===== config.mk =====
export PLATFORM = sky130hd
export DESIGN_NAME = adtc_top
export DESIGN_NICKNAME = d
export VERILOG_FILES = /design/src/common/adtc_pkg.sv /design/src/verilog/adtc_top.sv
export VERILOG_INCLUDE_DIRS = /design/src /design/src/common
export SDC_FILE = /design/constraint.sdc
export NUM_CORES = 1
export LEC_CHECK = 0
export BUFFER_PORTS_ARGS = -buffer_cell sky130_fd_sc_hd__buf_2
export CORE_MARGIN = 3
export CORE_UTILIZATION = 26
export CTS_CLUSTER_SIZE = 40
export DETAILED_ROUTE_END_ITERATION = 16
export MAX_ROUTING_LAYER = met4
export PLACE_DENSITY_LB_ADDON = 0.2
export SLEW_MARGIN = 20
export SYNTH_ARGS = -nofsm -noshare
export SYNTH_HDL_FRONTEND = slang
export SYNTH_SLANG_ARGS = --single-unit

===== constraint.sdc =====
create_clock -name clk -period 14.04 [get_ports clk]
set_clock_uncertainty 0.2 [all_clocks]
set_input_delay 0.702 -clock clk [delete_from_list [all_inputs] [get_ports clk]]
set_output_delay 0.702 -clock clk [all_outputs]
set_load 0.05 [all_outputs]

===== src/common/adtc_params.svh =====
// register offsets, field positions and reset values of the threshold block
`ifndef ADTC_PARAMS_SVH
`define ADTC_PARAMS_SVH

// byte offsets inside the block's window (address bits 7:0)
`define ADTC_OFF_LTH_LO   8'h00
`define ADTC_OFF_LTH_HI   8'h04
`define ADTC_OFF_UTH_LO   8'h08
`define ADTC_OFF_UTH_HI   8'h0c
`define ADTC_OFF_TRIG     8'h10
`define ADTC_OFF_CTRL3    8'h14
`define ADTC_OFF_CSTAT    8'h18
`define ADTC_OFF_ISTAT    8'h1c
`define ADTC_OFF_IMASK    8'h20
`define ADTC_OFF_ERR      8'h24
`define ADTC_OFF_CMD      8'h28

// field positions
`define ADTC_TRIG_LSB     0
`define ADTC_TRIG_MSB     4
`define ADTC_TMD_LSB      0
`define ADTC_TMD_MSB      2
`define ADTC_CALC_LSB     4
`define ADTC_CALC_MSB     6
`define ADTC_CST_ABOVE    6
`define ADTC_CST_BELOW    5
`define ADTC_IST_THR      0
`define ADTC_IST_DONE     1
`define ADTC_IST_TRIG     2
`define ADTC_CMD_GO       0

// reset values
`define ADTC_RST_TRIG     5'h00
`define ADTC_RST_CTRL3    7'h00
`define ADTC_RST_IST      3'h0
`define ADTC_RST_IMASK    3'h0

`endif


===== src/common/adtc_pkg.sv =====
// types shared by the threshold-compare and trigger-select block
package adtc_pkg;

    // bus slave states, one-hot
    typedef enum logic [2:0] {
        ADTC_ST_IDLE = 3'b001,
        ADTC_ST_WR   = 3'b010,
        ADTC_ST_RD   = 3'b100
    } adtc_state_t;

    // threshold interrupt modes
    typedef enum logic [2:0] {
        ADTC_TMD_NEVER   = 3'h0,
        ADTC_TMD_BELOW   = 3'h1,
        ADTC_TMD_NBELOW  = 3'h2,
        ADTC_TMD_OUTSIDE = 3'h3,
        ADTC_TMD_INSIDE  = 3'h4,
        ADTC_TMD_NABOVE  = 3'h5,
        ADTC_TMD_ABOVE   = 3'h6,
        ADTC_TMD_ALWAYS  = 3'h7
    } adtc_tmode_t;

    // captured address phase
    typedef struct packed {
        logic [7:0] addr;
        logic       write;
    } adtc_bus_req_t;

    // operands of the error calculation
    typedef struct packed {
        logic [15:0] result;
        logic [15:0] prev;
        logic [15:0] filter;
        logic [15:0] setpoint;
    } adtc_calc_in_t;

endpackage : adtc_pkg


===== src/verilog/adtc_top.sv =====
// threshold compare, error calculation and trigger select with an ahb-lite slave
//
// The register offsets and the AHB-Lite interface to the registers were left to the implementer.
`timescale 1ns/10ps
`default_nettype none
`include "adtc_params.svh"

module adtc_top #(
    parameter int NUM_TRIG = 32                  // number of trigger source pins
) (
    input  wire logic                  clk,          // system clock, 125 MHz
    input  wire logic                  rst_b,        // async reset, active low
    input  wire logic                  hsel,         // slave select
    input  wire logic [31:0]           haddr,        // byte address
    input  wire logic [1:0]            htrans,       // transfer type
    input  wire logic                  hwrite,       // write when high
    input  wire logic [2:0]            hsize,        // word transfers only
    input  wire logic [31:0]           hwdata,       // write data
    input  wire logic                  hready,       // bus ready
    output logic                       hreadyout,    // slave ready
    output logic                       hresp,        // always okay
    output logic [31:0]                hrdata,       // read data
    input  wire adtc_pkg::adtc_calc_in_t calc_in,    // calculation operands
    input  wire logic                  calc_done,    // operands valid, pulse
    input  wire logic [NUM_TRIG-1:0]   trig_src,     // async trigger pins
    output logic                       start_conv,   // conversion start pulse
    output logic [4:0]                 auto_trigger_select, // trigger select
    output logic [2:0]                 error_calc_select,   // calculation select
    output logic [15:0]                computed_error_value,// last error value
    output logic                       above_upper_flag,    // error above upper
    output logic                       below_lower_flag,    // error below lower
    output logic                       irq                  // level interrupt
);

    // the pin falls at once, the release waits
    // two edges so no flop sees it near an edge
    // reset release through two flops
    logic rst_meta_q;
    logic rst_sync_q;
    always_ff @(posedge clk or negedge rst_b) begin
        if (!rst_b) begin
            rst_meta_q <= 1'b0;
            rst_sync_q <= 1'b0;
        end else begin
            rst_meta_q <= 1'b1;
            rst_sync_q <= rst_meta_q;
        end
    end
    wire rst_n = rst_sync_q;
    // every other flop but the threshold registers resets from this copy

    // ------------ functions ------------
    // pure decoders, kept out of the datapath
    // error calculation for a given select value
    // differences wrap at 16 bits
    // selects 4 to 7 act as select 1
    function automatic logic [15:0] calc_err(input logic [2:0] sel,
                                             input adtc_pkg::adtc_calc_in_t c);
        logic [15:0] r;
        r = 16'h0000;
        case (sel)
            3'h0:    r = 16'(c.result - c.prev);      // first derivative
            3'h1:    r = 16'(c.result - c.setpoint);  // result against setpoint
            3'h2:    r = 16'(c.filter - c.setpoint);  // filtered against setpoint
            3'h3:    r = 16'(c.prev - c.setpoint);    // previous against setpoint
            default: r = 16'(c.result - c.setpoint);
        endcase
        return r;
    endfunction : calc_err

    // does the comparison outcome satisfy the mode
    // with crossed thresholds both flags may set;
    // each mode still decodes, though maybe never met
    function automatic logic mode_hit(input logic [2:0] mode,
                                      input logic below,
                                      input logic above);
        logic h;
        h = 1'b0;
        case (adtc_pkg::adtc_tmode_t'(mode))
            adtc_pkg::ADTC_TMD_NEVER:   h = 1'b0;
            adtc_pkg::ADTC_TMD_BELOW:   h = below;
            adtc_pkg::ADTC_TMD_NBELOW:  h = !below;
            adtc_pkg::ADTC_TMD_OUTSIDE: h = below | above;
            adtc_pkg::ADTC_TMD_INSIDE:  h = !below & !above;
            adtc_pkg::ADTC_TMD_NABOVE:  h = !above;
            adtc_pkg::ADTC_TMD_ABOVE:   h = above;
            adtc_pkg::ADTC_TMD_ALWAYS:  h = 1'b1;
            default:                    h = 1'b0;
        endcase
        return h;
    endfunction : mode_hit

    // ------------ bus slave ------------
    // writes end at once, reads wait one cycle,
    // so hready low only ever follows a read
    // hresp stays low: every access ends okay
    adtc_pkg::adtc_state_t   st_q;
    adtc_pkg::adtc_state_t   st_d;
    adtc_pkg::adtc_bus_req_t req_q;
    logic                    ready_q;
    logic [31:0]             rdata_q;
    logic                    resp_q;

    // nothing is taken while a read waits
    // a transfer is taken on a valid address phase while the bus is ready
    wire take    = hsel & htrans[1] & hready;
    wire in_wr   = (st_q == adtc_pkg::ADTC_ST_WR);
    wire in_rd   = (st_q == adtc_pkg::ADTC_ST_RD);
    wire wr_en   = in_wr;
    wire [7:0] wa = req_q.addr;

    // a read's wait cycle meets no new request
    // next state: reads take one wait state so they never see stale writes
    always_comb begin
        st_d = adtc_pkg::ADTC_ST_IDLE;
        case (st_q)
            adtc_pkg::ADTC_ST_IDLE,
            adtc_pkg::ADTC_ST_WR: begin
                if (take) begin
                    st_d = hwrite ? adtc_pkg::ADTC_ST_WR : adtc_pkg::ADTC_ST_RD;
                end
            end
            adtc_pkg::ADTC_ST_RD: st_d = adtc_pkg::ADTC_ST_IDLE;
            default:              st_d = adtc_pkg::ADTC_ST_IDLE;
        endcase
    end

    // the request is kept from the address phase
    // state, captured request and ready flop
    always_ff @(posedge clk or negedge rst_n) begin
        if (!rst_n) begin
            st_q    <= adtc_pkg::ADTC_ST_IDLE;
            req_q   <= '0;
            ready_q <= 1'b1;
            resp_q  <= 1'b0;
        end else begin
            st_q    <= st_d;
            resp_q  <= 1'b0;
            // ready drops only for a read taken now
            ready_q <= !(take & !hwrite & !in_rd);
            if (take && !in_rd) begin
                req_q <= '{addr: haddr[7:0], write: hwrite};
            end
        end
    end

    // write strobes per register
    // strobes use the captured address, so they
    // are high in the data phase, with hwdata
    wire w_lth_lo = wr_en & (wa == `ADTC_OFF_LTH_LO);
    wire w_lth_hi = wr_en & (wa == `ADTC_OFF_LTH_HI);
    wire w_uth_lo = wr_en & (wa == `ADTC_OFF_UTH_LO);
    wire w_uth_hi = wr_en & (wa == `ADTC_OFF_UTH_HI);
    wire w_trig   = wr_en & (wa == `ADTC_OFF_TRIG);
    wire w_ctrl3  = wr_en & (wa == `ADTC_OFF_CTRL3);
    wire w_istat  = wr_en & (wa == `ADTC_OFF_ISTAT);
    wire w_imask  = wr_en & (wa == `ADTC_OFF_IMASK);
    wire w_cmd    = wr_en & (wa == `ADTC_OFF_CMD);

    // ------------ threshold registers ------------
    // each threshold is a low and a high byte
    logic [15:0] lth_q;
    logic [15:0] uth_q;
    // bytes land one at a time, so the compare may
    // see a half-written value between the writes
    // data registers, no reset on purpose: contents are unknown after reset
    always_ff @(posedge clk) begin
        if (w_lth_lo) lth_q[7:0]  <= hwdata[7:0];
        if (w_lth_hi) lth_q[15:8] <= hwdata[7:0];
        if (w_uth_lo) uth_q[7:0]  <= hwdata[7:0];
        if (w_uth_hi) uth_q[15:8] <= hwdata[7:0];
    end

    // ------------ control registers ------------
    // unstored bits above a field read zero
    // mode and calc select share control word three
    logic [4:0] trig_q;
    logic [2:0] tmd_q;
    logic [2:0] calc_q;
    logic [2:0] imask_q;
    always_ff @(posedge clk or negedge rst_n) begin
        if (!rst_n) begin
            trig_q  <= `ADTC_RST_TRIG;
            tmd_q   <= 3'(`ADTC_RST_CTRL3 >> `ADTC_TMD_LSB);
            calc_q  <= 3'h0;
            imask_q <= `ADTC_RST_IMASK;
        end else begin
            // only the low five bits land, bits 31 to 5 are dropped
            if (w_trig)  trig_q <= hwdata[`ADTC_TRIG_MSB:`ADTC_TRIG_LSB];
            if (w_ctrl3) tmd_q  <= hwdata[`ADTC_TMD_MSB:`ADTC_TMD_LSB];
            if (w_ctrl3) calc_q <= hwdata[`ADTC_CALC_MSB:`ADTC_CALC_LSB];
            if (w_imask) imask_q <= hwdata[2:0];
        end
    end

    // ------------ error calculation and compare ------------
    // signed compare: 16'hff00 is minus 256
    // an error equal to a threshold sets no flag
    // operands count only while calc_done is high
    wire [15:0] err_d   = calc_err(calc_q, calc_in);
    wire        below_d = $signed(err_d) < $signed(lth_q);
    wire        above_d = $signed(err_d) > $signed(uth_q);
    wire        thr_ev  = calc_done & mode_hit(tmd_q, below_d, above_d);

    // registered copies, seen by ports and bus
    logic [15:0] err_q;
    logic        above_q;
    logic        below_q;
    // result and flags update together on every finished calculation
    // both flags change on one edge, never apart
    always_ff @(posedge clk or negedge rst_n) begin
        if (!rst_n) begin
            err_q   <= 16'h0000;
            above_q <= 1'b0;
            below_q <= 1'b0;
        end else if (calc_done) begin
            err_q   <= err_d;
            above_q <= above_d;
            below_q <= below_d;
        end
    end

    // ------------ trigger pins ------------
    // one capture chain per pin
    logic [NUM_TRIG-1:0] ts1_q;
    logic [NUM_TRIG-1:0] ts2_q;
    logic [NUM_TRIG-1:0] ts3_q;
    logic [NUM_TRIG-1:0] tlev_q;
    logic                sel_prev_q;
    genvar g;
    // three-stage capture, a level counts once stages two and three agree
    // a level must stand two samples, so a glitch
    // shorter than a clock starts nothing
    generate
        for (g = 0; g < NUM_TRIG; g++) begin : g_sync
            always_ff @(posedge clk or negedge rst_n) begin
                if (!rst_n) begin
                    ts1_q[g]  <= 1'b0;
                    ts2_q[g]  <= 1'b0;
                    ts3_q[g]  <= 1'b0;
                    tlev_q[g] <= 1'b0;
                end else begin
                    ts1_q[g] <= trig_src[g];
                    ts2_q[g] <= ts1_q[g];
                    ts3_q[g] <= ts2_q[g];
                    if (ts2_q[g] == ts3_q[g]) tlev_q[g] <= ts3_q[g];
                end
            end
        end
    endgenerate

    // selected source; index zero is no source at all
    // a select past the pin count acts as zero
    // only a rising edge fires, not a held level
    wire sel_ok   = (trig_q != 5'h00) && (32'(trig_q) < NUM_TRIG);
    wire sel_lev  = sel_ok & tlev_q[trig_q];
    wire auto_ev  = sel_lev & !sel_prev_q;      // rising edge starts a conversion
    wire go_ev    = w_cmd & hwdata[`ADTC_CMD_GO];

    // ------------ interrupt status ------------
    // bit 0 threshold, 1 calc done, 2 auto trigger
    // written ones clear, written zeros leave alone
    logic [2:0] ist_q;
    wire  [2:0] ist_set = {auto_ev, calc_done, thr_ev};
    wire  [2:0] ist_clr = w_istat ? hwdata[2:0] : 3'h0;
    // a new event in the clearing cycle wins over the clear
    // a clear never hides a same-cycle event
    wire  [2:0] ist_d   = (ist_q & ~ist_clr) | ist_set;

    // irq uses the next status, rising with it
    logic start_q;
    logic irq_q;
    always_ff @(posedge clk or negedge rst_n) begin
        if (!rst_n) begin
            ist_q      <= `ADTC_RST_IST;
            sel_prev_q <= 1'b0;
            start_q    <= 1'b0;
            irq_q      <= 1'b0;
        end else begin
            ist_q      <= ist_d;
            sel_prev_q <= sel_lev;
            start_q    <= auto_ev | go_ev;
            irq_q      <= |(ist_d & imask_q);
        end
    end

    // ------------ read path ------------
    // address bits above 7 are not decoded
    wire [7:0] ra = req_q.addr;
    // status: above flag bit 6, below flag bit 5
    wire [31:0] cstat_w = {25'h0, above_q, below_q, 5'h00};
    // read mux, unmapped offsets read zero
    // the write-only command word reads zero
    wire [31:0] rd_mux =
        (ra == `ADTC_OFF_LTH_LO) ? {24'h0, lth_q[7:0]}  :
        (ra == `ADTC_OFF_LTH_HI) ? {24'h0, lth_q[15:8]} :
        (ra == `ADTC_OFF_UTH_LO) ? {24'h0, uth_q[7:0]}  :
        (ra == `ADTC_OFF_UTH_HI) ? {24'h0, uth_q[15:8]} :
        (ra == `ADTC_OFF_TRIG)   ? {27'h0, trig_q}      :
        (ra == `ADTC_OFF_CTRL3)  ? {25'h0, calc_q, 1'b0, tmd_q} :
        (ra == `ADTC_OFF_CSTAT)  ? cstat_w                :
        (ra == `ADTC_OFF_ISTAT)  ? {29'h0, ist_q}         :
        (ra == `ADTC_OFF_IMASK)  ? {29'h0, imask_q}       :
        (ra == `ADTC_OFF_ERR)    ? {16'h0, err_q}         :
        32'h0000_0000;

    // read data is loaded in the wait cycle, after any earlier write landed
    // hrdata holds until the next read
    always_ff @(posedge clk or negedge rst_n) begin
        if (!rst_n) begin
            rdata_q <= 32'h0000_0000;
        end else if (in_rd) begin
            rdata_q <= rd_mux;
        end
    end

    // ------------ outputs, all from flops ------------
    // each output is a flop copy, no logic after,
    // so no glitch reaches the pins
    assign hreadyout            = ready_q;
    assign hresp                = resp_q;
    assign hrdata               = rdata_q;
    assign start_conv           = start_q;
    assign auto_trigger_select  = trig_q;
    assign error_calc_select    = calc_q;
    assign computed_error_value = err_q;
    assign above_upper_flag     = above_q;
    assign below_lower_flag     = below_q;
    assign irq                  = irq_q;

    // hsize is not checked: only whole-word accesses are expected
    // byte or halfword access acts as a word
    wire unused_ok = &{1'b0, hsize, haddr[31:8], req_q.write, hwdata[31:8]};

endmodule : adtc_top
`default_nettype wire


Word level (Yosys, flattened, before mapping):

Index checks and enable logic that the tools add are counted.

* bitwise operators: 24
* equality and inequality tests: 54
* reductions and logical operators: 13
* magnitude comparators: 3
* add/sub/neg operators: 4
* muxes and demuxes: 18

Operators with widths (count)
* two-way mux 16 bit: 10
* subtractor 16 bit: 4
* case mux 16 bit (3 select lines): 1
* equality test 1 bit: 32
* equality test 8 x 5 -> 1 bit, second input constant: 4
* equality test 8 x 6 -> 1 bit, second input constant: 3
* AND 1 bit: 18
* equality test 8 x 4 -> 1 bit, second input constant: 2
* greater-than comparator 16 bit: 1
* less-than comparator 16 bit: 1
* equality test 3 x 2 -> 1 bit, second input constant: 5
* equality test 3 bit, second input constant: 5
* two-way mux 3 bit: 4
* equality test 8 x 3 -> 1 bit, second input constant: 1
* logical NOT 8 bit: 1
* case mux 1 bit (8 select lines): 1
* AND 3 bit: 2
* equality test 3 x 1 -> 1 bit, second input constant: 2
* logical NOT 1 bit: 6
* logical NOT 3 bit: 2
* less-than comparator 5 x 6 -> 1 bit, second input constant: 1
* binary-select mux 1 bit (select 5 bit): 1
* nonzero test 5 bit: 1
* NOT 3 bit: 1
* 6 further kinds: 7

* output and inout port bits: 62
* logic and storage cells: 265
* register bits after elaboration: 244

Logic depth before layout (Yosys ltp):

Gate-level depths: netlist of the first run.

* depth in word-level cells: 11
* depth in mapped cells: 22
* mapped depth without buffers: 21

Worst setup path before layout of the first run:

No wires, ideal clock.

* kind: register -> register
* start: register calc_q[0] (netlist: error_calc_select[0])
* end: register ist_q[0]
* setup slack: 8.826 ns
* buffers on the path: 3
* cell stages (with the launch flop): 23
* arrival: 4.893 ns
* library setup time: 0.122 ns
* period minus slack after synthesis: 5.214 ns
* data required time: 13.718 ns
* path through: dfrtp_1 buf_2 buf_1 mux2i_1 o21ai_0 ha_1 clkbuf_1 nand2_1 a2111oi_0 nor2_1 nand2_1 a311o_1 a21oi_1 a31oi_1 nand2_1 ha_1 nand2_1 nor3_1 a21boi_0 o22a_1 o21ai_0 o211ai_1 a32o_1

* word-level cells in the longest chain between the ends: 8
* elaborated cells between the ends (all ways): 13

RTL lines
* start, declared: line adtc_top.sv:179 `logic [2:0] calc_q;`
* start signal, assigned: line adtc_top.sv:191 `` if (w_ctrl3) calc_q <= hwdata[`ADTC_CALC_MSB:`ADTC_CALC_LSB]; ``
* equality test 3 x 2 -> 1 bit or logical NOT 3 bit (tied branches): line adtc_top.sv:61 `case (sel)`
* case mux 16 bit (3 select lines) *: line adtc_top.sv:61
* net err_d[15]: line adtc_top.sv:200 `wire [15:0] err_d = calc_err(calc_q, calc_in);`
* less-than comparator 16 bit or greater-than comparator 16 bit (tied branches): line adtc_top.sv:201, adtc_top.sv:202
* logical NOT 1 bit (on tied branches): line adtc_top.sv:82, adtc_top.sv:84, adtc_top.sv:85
* AND 1 bit: line adtc_top.sv:84 `adtc_pkg::ADTC_TMD_INSIDE: h = !below & !above;`
* case mux 1 bit (8 select lines) *: line adtc_top.sv:79 `case (adtc_pkg::adtc_tmode_t'(mode))`
* AND 1 bit *: line adtc_top.sv:203 `wire thr_ev = calc_done & mode_hit(tmd_q, below_d, above_d);`
* OR 3 bit *: line adtc_top.sv:268 `wire [2:0] ist_d = (ist_q & ~ist_clr) | ist_set;`
* net ist_d[0]: line adtc_top.sv:268
* end signal, assigned: line adtc_top.sv:275 `` ist_q <= `ADTC_RST_IST; ``
* end signal, assigned: line adtc_top.sv:280 `ist_q <= ist_d;`
* end, declared: line adtc_top.sv:263 `logic [2:0] ist_q;`

The timed path passes the listed nets; every way through them passes the cells marked *.
A chain may end at the register's enable or synchronous reset.

Worst setup path after layout of the first run:

* start: register calc_q[2] (netlist: error_calc_select[2])
* end: register irq_q (netlist: irq)

* word-level cells in the longest chain between the ends: 10
* elaborated cells between the ends (all ways): 15

RTL lines
* equality test 3 x 2 -> 1 bit or logical NOT 3 bit (tied branches): line adtc_top.sv:61
* case mux 16 bit (3 select lines) *: line adtc_top.sv:61
* net err_d[12]: line adtc_top.sv:200
* less-than comparator 16 bit or greater-than comparator 16 bit (tied branches): line adtc_top.sv:201, adtc_top.sv:202
* logical NOT 1 bit (on tied branches): line adtc_top.sv:82, adtc_top.sv:84, adtc_top.sv:85
* AND 1 bit: line adtc_top.sv:84
* case mux 1 bit (8 select lines) *: line adtc_top.sv:79
* AND 1 bit *: line adtc_top.sv:203
* OR 3 bit *: line adtc_top.sv:268
* AND 3 bit *: line adtc_top.sv:283 `irq_q <= |(ist_d & imask_q);`
* OR reduction 3 bit *: line adtc_top.sv:283
* end signal, assigned: line adtc_top.sv:283
* end, declared: line adtc_top.sv:272 `logic irq_q;`

Marks and branches as above.

==> impl_metrics.ini, run 1 <==
[outcome]
status = finished, final reports clean

[clocking]
numCtsBuffers = 24
cts.reportedPaths.clkPinSlew_ps = 60
clk_latency_ps = 520
tritoncts_clock_tree = built
clock_tree.root_cell = clkbuf_16
hold_buffers = 1
post_cts_buffers = 0
cts_max_path_buffers = 3
cts_sinks = 224
cts_repair_resize_count = 0
cts-htree-levels = 1

[layout]
antennaDiodeCount = 0
post_route_cells_drive_above_1_share_pct = 23.7
nets = 1298
area_growth_syn_to_layout_pct = 20.0
layoutNonFillerInstCount = 1597
n_fill_cell = 3999
regArea_mm2 = 0.00577
final_design_area_no_fill_mm2 = 0.0125
multi_input_area_mm2 = 0.00427

[sta]
fmaxAchievable_ghz = 0.182
transition_time_at_the_pin_with_the_least_slew_margin_ps = 922
timing.setup.tns_ps = 0
final_max_slew_viol_count = 0
grt_setup_unrepaired = no
fin_crit_sh_pct = 39.1
hold_ws_ps = 86.2
count_of_endpoints_failing_setup_in_the_final_report = 0
min_cycle_time_layout_ps = 5490
relSlewSlack_pct = 38.3
finalHoldViolCount = 0

[worst_setup_path]
critical_path.max_fanout = 32
worstSetupStartpointType = flip-flop
endpoint_kind = flip-flop
rr_endpoint = irq
timing.critical_path.slowest_cell_delay_ps = 670
rr_startpoint = error_calc_select[2]
reg2reg_setup_slack_ps = 8550
timing_worst_setup_path_type = reg2reg
wp_buf_inv = 2
critPathRequiredTime_ps = 14240
worst_case_reg_to_reg_path_depth = 19
critical-path-slowest-cell = o32ai_1
critical-path-top-delay-family = compound AO/OA/AOI/OAI gates
timing.critical_path.cells = nand2b_1 > buf_4 > o21ai_0 > inv_1 > fa_1 > nor2b_1 > o2111ai_1 > a21o_1 > a31oi_1 > xor2_1 > nor2_1 > a21oi_1 > ha_1 > o21a_1 > o21ai_0 > a21oi_1 > o32ai_1 > o211ai_1 > a41o_1
worst_ep_arrival_time_ps = 5690

[worst_hold_path]
whs_path_depth = 1
worstHoldPathType = in2reg
hold_start = trig_src[25]
hold_path_end = ts1_q[25]

[place]
post_dp_area_mm2 = 0.0118
place.detailed.instances = 1555
placed_wire_length_estimate_after_detailed_placement_um = 20300
place_congestion = 0.826
io_buffer_count = 162

[pwr]
power_density_mw_per_mm2 = 135
finalPower_mw = 1.69
leakagePower_nw = 5.72
worst_ir_drop_vdd_uv = 101

[yosys]
synthesis.area_per_instance_um2 = 11.7
synth-compound-area-share_pct = 10.1
synth.top_cell.area_share_pct = 45.5
synthCells = 890
synth-async-reset-ratio_pct = 85.7
synth.mux.area_fraction_pct = 7.94
synth-xor-area-share_pct = 2.18
synth_simple_gate_area_share_pct = 9.29
yosys_most_used_dff = dfrtp_1
synth.largest_area_cell = dfrtp_1
adder_cell_area_share_of_the_yosys_netlist_pct = 10.7
mappedNetlistArea_mm2 = 0.0105
synth_top_family_by_area = adder cells
synthTopCellsByCount = dfrtp_1 (190), nand2_1 (74), inv_1 (69)
synth.yosys.seq_area_share_pct = 55.2
synth-edff-count = 32
synthDistinctLibCells = 65
ys_ff_latch = 224
post_synth_main_area_contributors = dfrtp_1 (45%), edfxtp_1 (9.2%), ha_1 (7.3%)
post-synth-top-count-cell = dfrtp_1
yosys_warnings = 0

[job]
timing.max_cap.violations = 0

[route]
vias_per_cell = 4.49
postRouteWirelength_um = 26600
post-route-drc-count = 0
postRouteAntennaNets = 0
pre_repair_dr_iteration_count = 5
route.detailed.wl_per_inst_um = 16.7
drc_marker_count_from_the_first_detailed_route_iteration = 402
via_count = 7178

[global_routing]
global_route.overflow_total = 0
groute.usage.overall_pct = 12.8
grt_max_degree = 80
grt_pass1_vias = 7347
wire_length_of_the_first_global_routing_pass_um = 41400
antenna_found_initial = 0

[floorplanning]
die_span_in_x_um = 207
fp.dieArea_mm2 = 0.0426
row_count = 72
top_level_ports = 233
die_h_um = 207
design.core.area_mm2 = 0.0392
start_util_pct = 26.7
==> worst max path at each step <==
stage	start	end	slack, ps	depth (start not counted)
3_5_place_dp	error_calc_select[2]	irq	8540	18
6_report	error_calc_select[2]	irq	8550	19
4_1_cts	error_calc_select[2]	irq	8510	19
3_3_place_gp	error_calc_select[2]	irq	8520	18
2_1_floorplan	rst_n	above_upper_flag	8100	0
5_1_grt	error_calc_select[2]	irq	8070	19
==> report_power, final <==
group	internal, mW	switching (mW)	total, mW
combinational	0.128	0.233	0.361
sequential	0.709	0.0412	0.750
clock	0.337	0.246	0.583
==> sequential cells by signal, indices dropped and copies added, names as in the netlist, 8 cells and up <==
signal,flops
tlev_q,31
ts1_q,31
ts2_q,31
ts3_q,31
computed_error_value,16
hrdata,16
lth_q,16
uth_q,16
ra,8
==> metal layers <==
metal / vias up / track usage (%) / part of all wire, %
met2: 171 / 21.1 / 48
met1: 3478 / 16.4 / 45
met4: 0 / 2.96 / 2.2
met3: 38 / 2.49 / 5.5
li1: 3491 / - / -
met5: - / - / 0
==> per-stage QoR <==
step | utilization [%] | worst slack, ps
final | 32.0 | 8550
after floorplan | - | 8100
after global routing | 32.0 | 8070
after global placement | 30.1 | 8520
after CTS | 32.0 | 8510
after detailed placement | 30.1 | 8540
==> cell families (layout without fill, tap and decap cells) <==
logic type                 after synthesis  count (layout)
DFF                                    224             224
and+or+nand+nor                        207             207
AOI/OAI and AO/OA                      163             163
buffers and inverters                  107             280
adders and majority gates               94              94
muxes                                   67              67
xor gates and xnor gates                26              26
other                                    2              18
==> cell type report <==
type | instances | area share (%)
Clock buffer | 36 | 5.46
Clock inverter | 5 | 0.319
Inverter | 69 | 2.06
Multi-Input combinational cell | 575 | 34.0
Sequential cell | 224 | 46.0
Tap cell | 518 | 5.17
Timing Repair Buffer | 170 | 6.96
==> worst reg2reg max path: stages (launching register included) <==
cell	delay (ps)
dfrtp_1	470
nand2b_1	180
buf_4	220
o21ai_0	330
inv_1	100
fa_1	450
nor2b_1	200
o2111ai_1	170
a21o_1	220
a31oi_1	220
xor2_1	170
nor2_1	50
a21oi_1	430
ha_1	350
o21a_1	190
o21ai_0	160
a21oi_1	60
o32ai_1	670
o211ai_1	230
a41o_1	300
==> cell usage in the layout (no fill, tap or decap), types with 7 or more instances in the layout <==
cell type  synthesis  layout
ha_1              61      61
maj3_1            31      31
or3_1              7       7
inv_1             69      69
mux2_2            37      37
a21o_1             9       9
buf_4             17       7
clkbuf_16          0      24
mux2i_1           21      21
a21oi_1           46      46
a31oi_1           18      18
conb_1             2      18
xor2_1            12      12
o21ai_0           30      30
edfxtp_1          32      32
nand2_1           74      74
a221oi_1           7       7
dfrtp_1          190     189
nand3_1           23      23
a22oi_1           10      10
nor2_1            50      50
mux4_2             9       9
buf_2              2     162
clkbuf_1          15       8
nor3_1            11      11
xnor2_1           14      14
No activity file was read; power rests on OpenSTA's default activity.
==> run 2, diff against run 1 <==
==> constraint.sdc (replaced) <==
create_clock -name clk -period 4.6 [get_ports clk]
set_clock_uncertainty 0.2 [all_clocks]
set_input_delay 0.23 -clock clk [delete_from_list [all_inputs] [get_ports clk]]
set_output_delay 0.23 -clock clk [all_outputs]
set_load 0.05 [all_outputs]
==> run 2 against run 1 <==
  * First-iteration DRC count down 19%
  * Critical endpoint is now ist_q[0]
  * Critical path depth up 2
  * Via count up 5.5%
  * Cell count up 7.1%
  * Combinational power rose to 3.6 times the previous value
  * Clock power rose to 3.3 times the previous value
  * Hold slack worse by 60 ps
  * Sequential share of layout area down 4.2 points
  * Largest cell class unchanged
  * Final area up 10%
  * Core utilization up 3.2 points
  * Register-to-register slack worse by 8500 ps
  * Sequential cell count unchanged
==> impl_metrics.ini, run 2 (same netlist as run 1, synthesis figures left out) <==
[worst_hold_path]
worstHoldPathType = in2reg
whs_path_depth = 4

[pwr]
leakagePower_nw = 6.28
power.share.combinational_pct = 23.4
power_density_mw_per_mm2 = 402
power.internal_mw = 3.83
worst_ir_drop_vdd_uv = 234
seq_power_share_pct = 41.4
power_switching_share_pct = 31.0
netSwitchingPower_mw = 1.72
clkPwrFrac_pct = 35.2
finalPower_mw = 5.55

[clocking]
clk_latency_ps = 540
cts_max_path_buffers = 3
cts_sinks = 224
cts.reportedPaths.clkPinSlew_ps = 60
clock_tree.root_cell = clkbuf_16
tritoncts_clock_tree = built
cts-htree-levels = 1
numCtsBuffers = 25

[worst_setup_path]
worst_case_reg_to_reg_path_depth = 21
rr_startpoint = error_calc_select[0]
critPathRequiredTime_ps = 4830
critical-path-slowest-cell = dfrtp_2
crit_path_end = ist_q[0]
endpoint_kind = flip-flop
timing.critical_path.cells = buf_6 > mux2i_1 > o21ai_1 > ha_1 > a21oi_2 > a2111oi_4 > buf_4 > or3_1 > a21oi_2 > xor2_1 > a21oi_2 > buf_4 > ha_4 > a21oi_2 > nor2_1 > o311ai_1 > nand4b_1 > o22a_1 > o21ai_1 > o211ai_1 > a32o_1
rr_endpoint = ist_q[0]
timing.critical_path.slowest_cell_delay_ps = 450
setup.worst_path.start = error_calc_select[0]
reg2reg_setup_slack_ps = 40
worst_ep_arrival_time_ps = 4790
critical_path.max_fanout = 5
worstSetupStartpointType = flip-flop
crit_path_frequent_cell = a21oi_2
timing_worst_setup_path_type = reg2reg

[layout]
post_route_cells_drive_above_1_share_pct = 29.6
layout_commonest_cell = dfrtp_1
area_growth_syn_to_layout_pct = 32.1
nets = 1406
layout_common_cells = dfrtp_1 (186), buf_2 (162), nand2_1 (72)

[sta]
relSlewSlack_pct = 36.5
fmaxAchievable_ghz = 0.219
final_max_slew_viol_count = 0
hold_ws_ps = 25.9
count_of_endpoints_failing_setup_in_the_final_report = 0
transition_time_at_the_pin_with_the_least_slew_margin_ps = 949
finalHoldViolCount = 0
timing.setup.tns_ps = 0
min_cycle_time_layout_ps = 4560
grt_setup_unrepaired = yes
fin_crit_sh_pct = 99.1

[route]
drc_marker_count_from_the_first_detailed_route_iteration = 325
via_count = 7574
postRouteAntennaNets = 0
post-route-drc-count = 0
route.detailed.wl_per_inst_um = 16.4
pre_repair_dr_iteration_count = 5
vias_per_cell = 4.43
postRouteWirelength_um = 28000

[floorplanning]
top_level_ports = 233
die_h_um = 207
fp.dieArea_mm2 = 0.0426
start_util_pct = 26.7
design.core.area_mm2 = 0.0392
die_span_in_x_um = 207
row_count = 72

[outcome]
status = finished, final reports clean

[place]
placed_wire_length_estimate_after_detailed_placement_um = 21400
place_congestion = 0.864
io_buffer_count = 162

[global_routing]
grt_max_degree = 107
antenna_found_initial = 1
wire_length_of_the_first_global_routing_pass_um = 43200
groute.usage.overall_pct = 13.4
grt_pass1_vias = 7778
global_route.overflow_total = 0

[job]
timing.max_cap.violations = 0
[run 2: final cells by class]
cell class / instances / area [um^2]
Inverter: 69 / 259
Timing Repair Buffer: 277 / 1840
Sequential cell: 224 / 5780
Multi-Input combinational cell: 575 / 4460
Tap cell: 518 / 648
Antenna cell: 1 / 2.50
Clock buffer: 38 / 744
Fill cell: 3961 / 25400
Clock inverter: 8 / 75.1
[run 2: worst min-delay path by stage]
stage | startpoint | end | slack, ps
floorplan | rst_b | rst_meta_q | -270
global placement | rst_b | rst_meta_q | -180
detailed placement | rst_b | rst_meta_q | -180
CTS | calc_done | computed_error_value[0] | 10
global route | calc_done | computed_error_value[0] | 30
finish | calc_in[0] | computed_error_value[0] | 30
[run 2: through the flow]
step	setup WS, ps	utilization [%]	area (um^2)	instances
2_1_floorplan	40.4	-	10500	906
3_3_place_gp	-313	31.1	12200	1603
3_5_place_dp	-334	31.1	12200	1603
4_1_cts	0.355	35.0	13700	1708
5_1_grt	-209	35.2	13800	1710
6_report	42.8	35.2	13800	1710
[run 2: critical path: cells and delay by family (launching register included)]
| kind | cells | cell delay, ps |
|---|---|---|
| xor gates and xnor gates | 1 | 180 |
| DFF | 1 | 450 |
| and+or+nand+nor | 3 | 550 |
| buffers and inverters | 3 | 430 |
| adders and majority gates | 2 | 550 |
| AOI/OAI and AO/OA | 11 | 1880 |
| muxes | 1 | 200 |
[run 2: layer usage]
layer | vias to the layer above | wire (um) | global-route usage [%]
met2 | 158 | 13800 | 22.5
met4 | 0 | 449 | 2.38
met5 | - | 0 | -
met3 | 33 | 1360 | 2.57
li1 | 3715 | - | -
met1 | 3668 | 12400 | 17.0
[run 2: timing repair]
action | 4_1_cts | 5_1_grt
setup endpoints to repair | 3 | 4
pin swaps | 23 | 2
setup buffers | 5 | 1
hold endpoints to repair | 95 | 0
gates resized for setup | 32 | 15
gates cloned | 0 | 0
hold buffers | 54 | 0
[run 2: power by group through the flow]
stage | clock, mW | sequential (mW) | combinational [mW]
2_1_floorplan | 0 | 2.52 | 0.574
3_3_place_gp | 0 | 2.33 | 1.21
3_5_place_dp | 0 | 2.34 | 1.21
4_1_cts | 2.02 | 2.30 | 1.29
5_1_grt | 2.12 | 2.32 | 1.42
6_report | 1.95 | 2.30 | 1.30
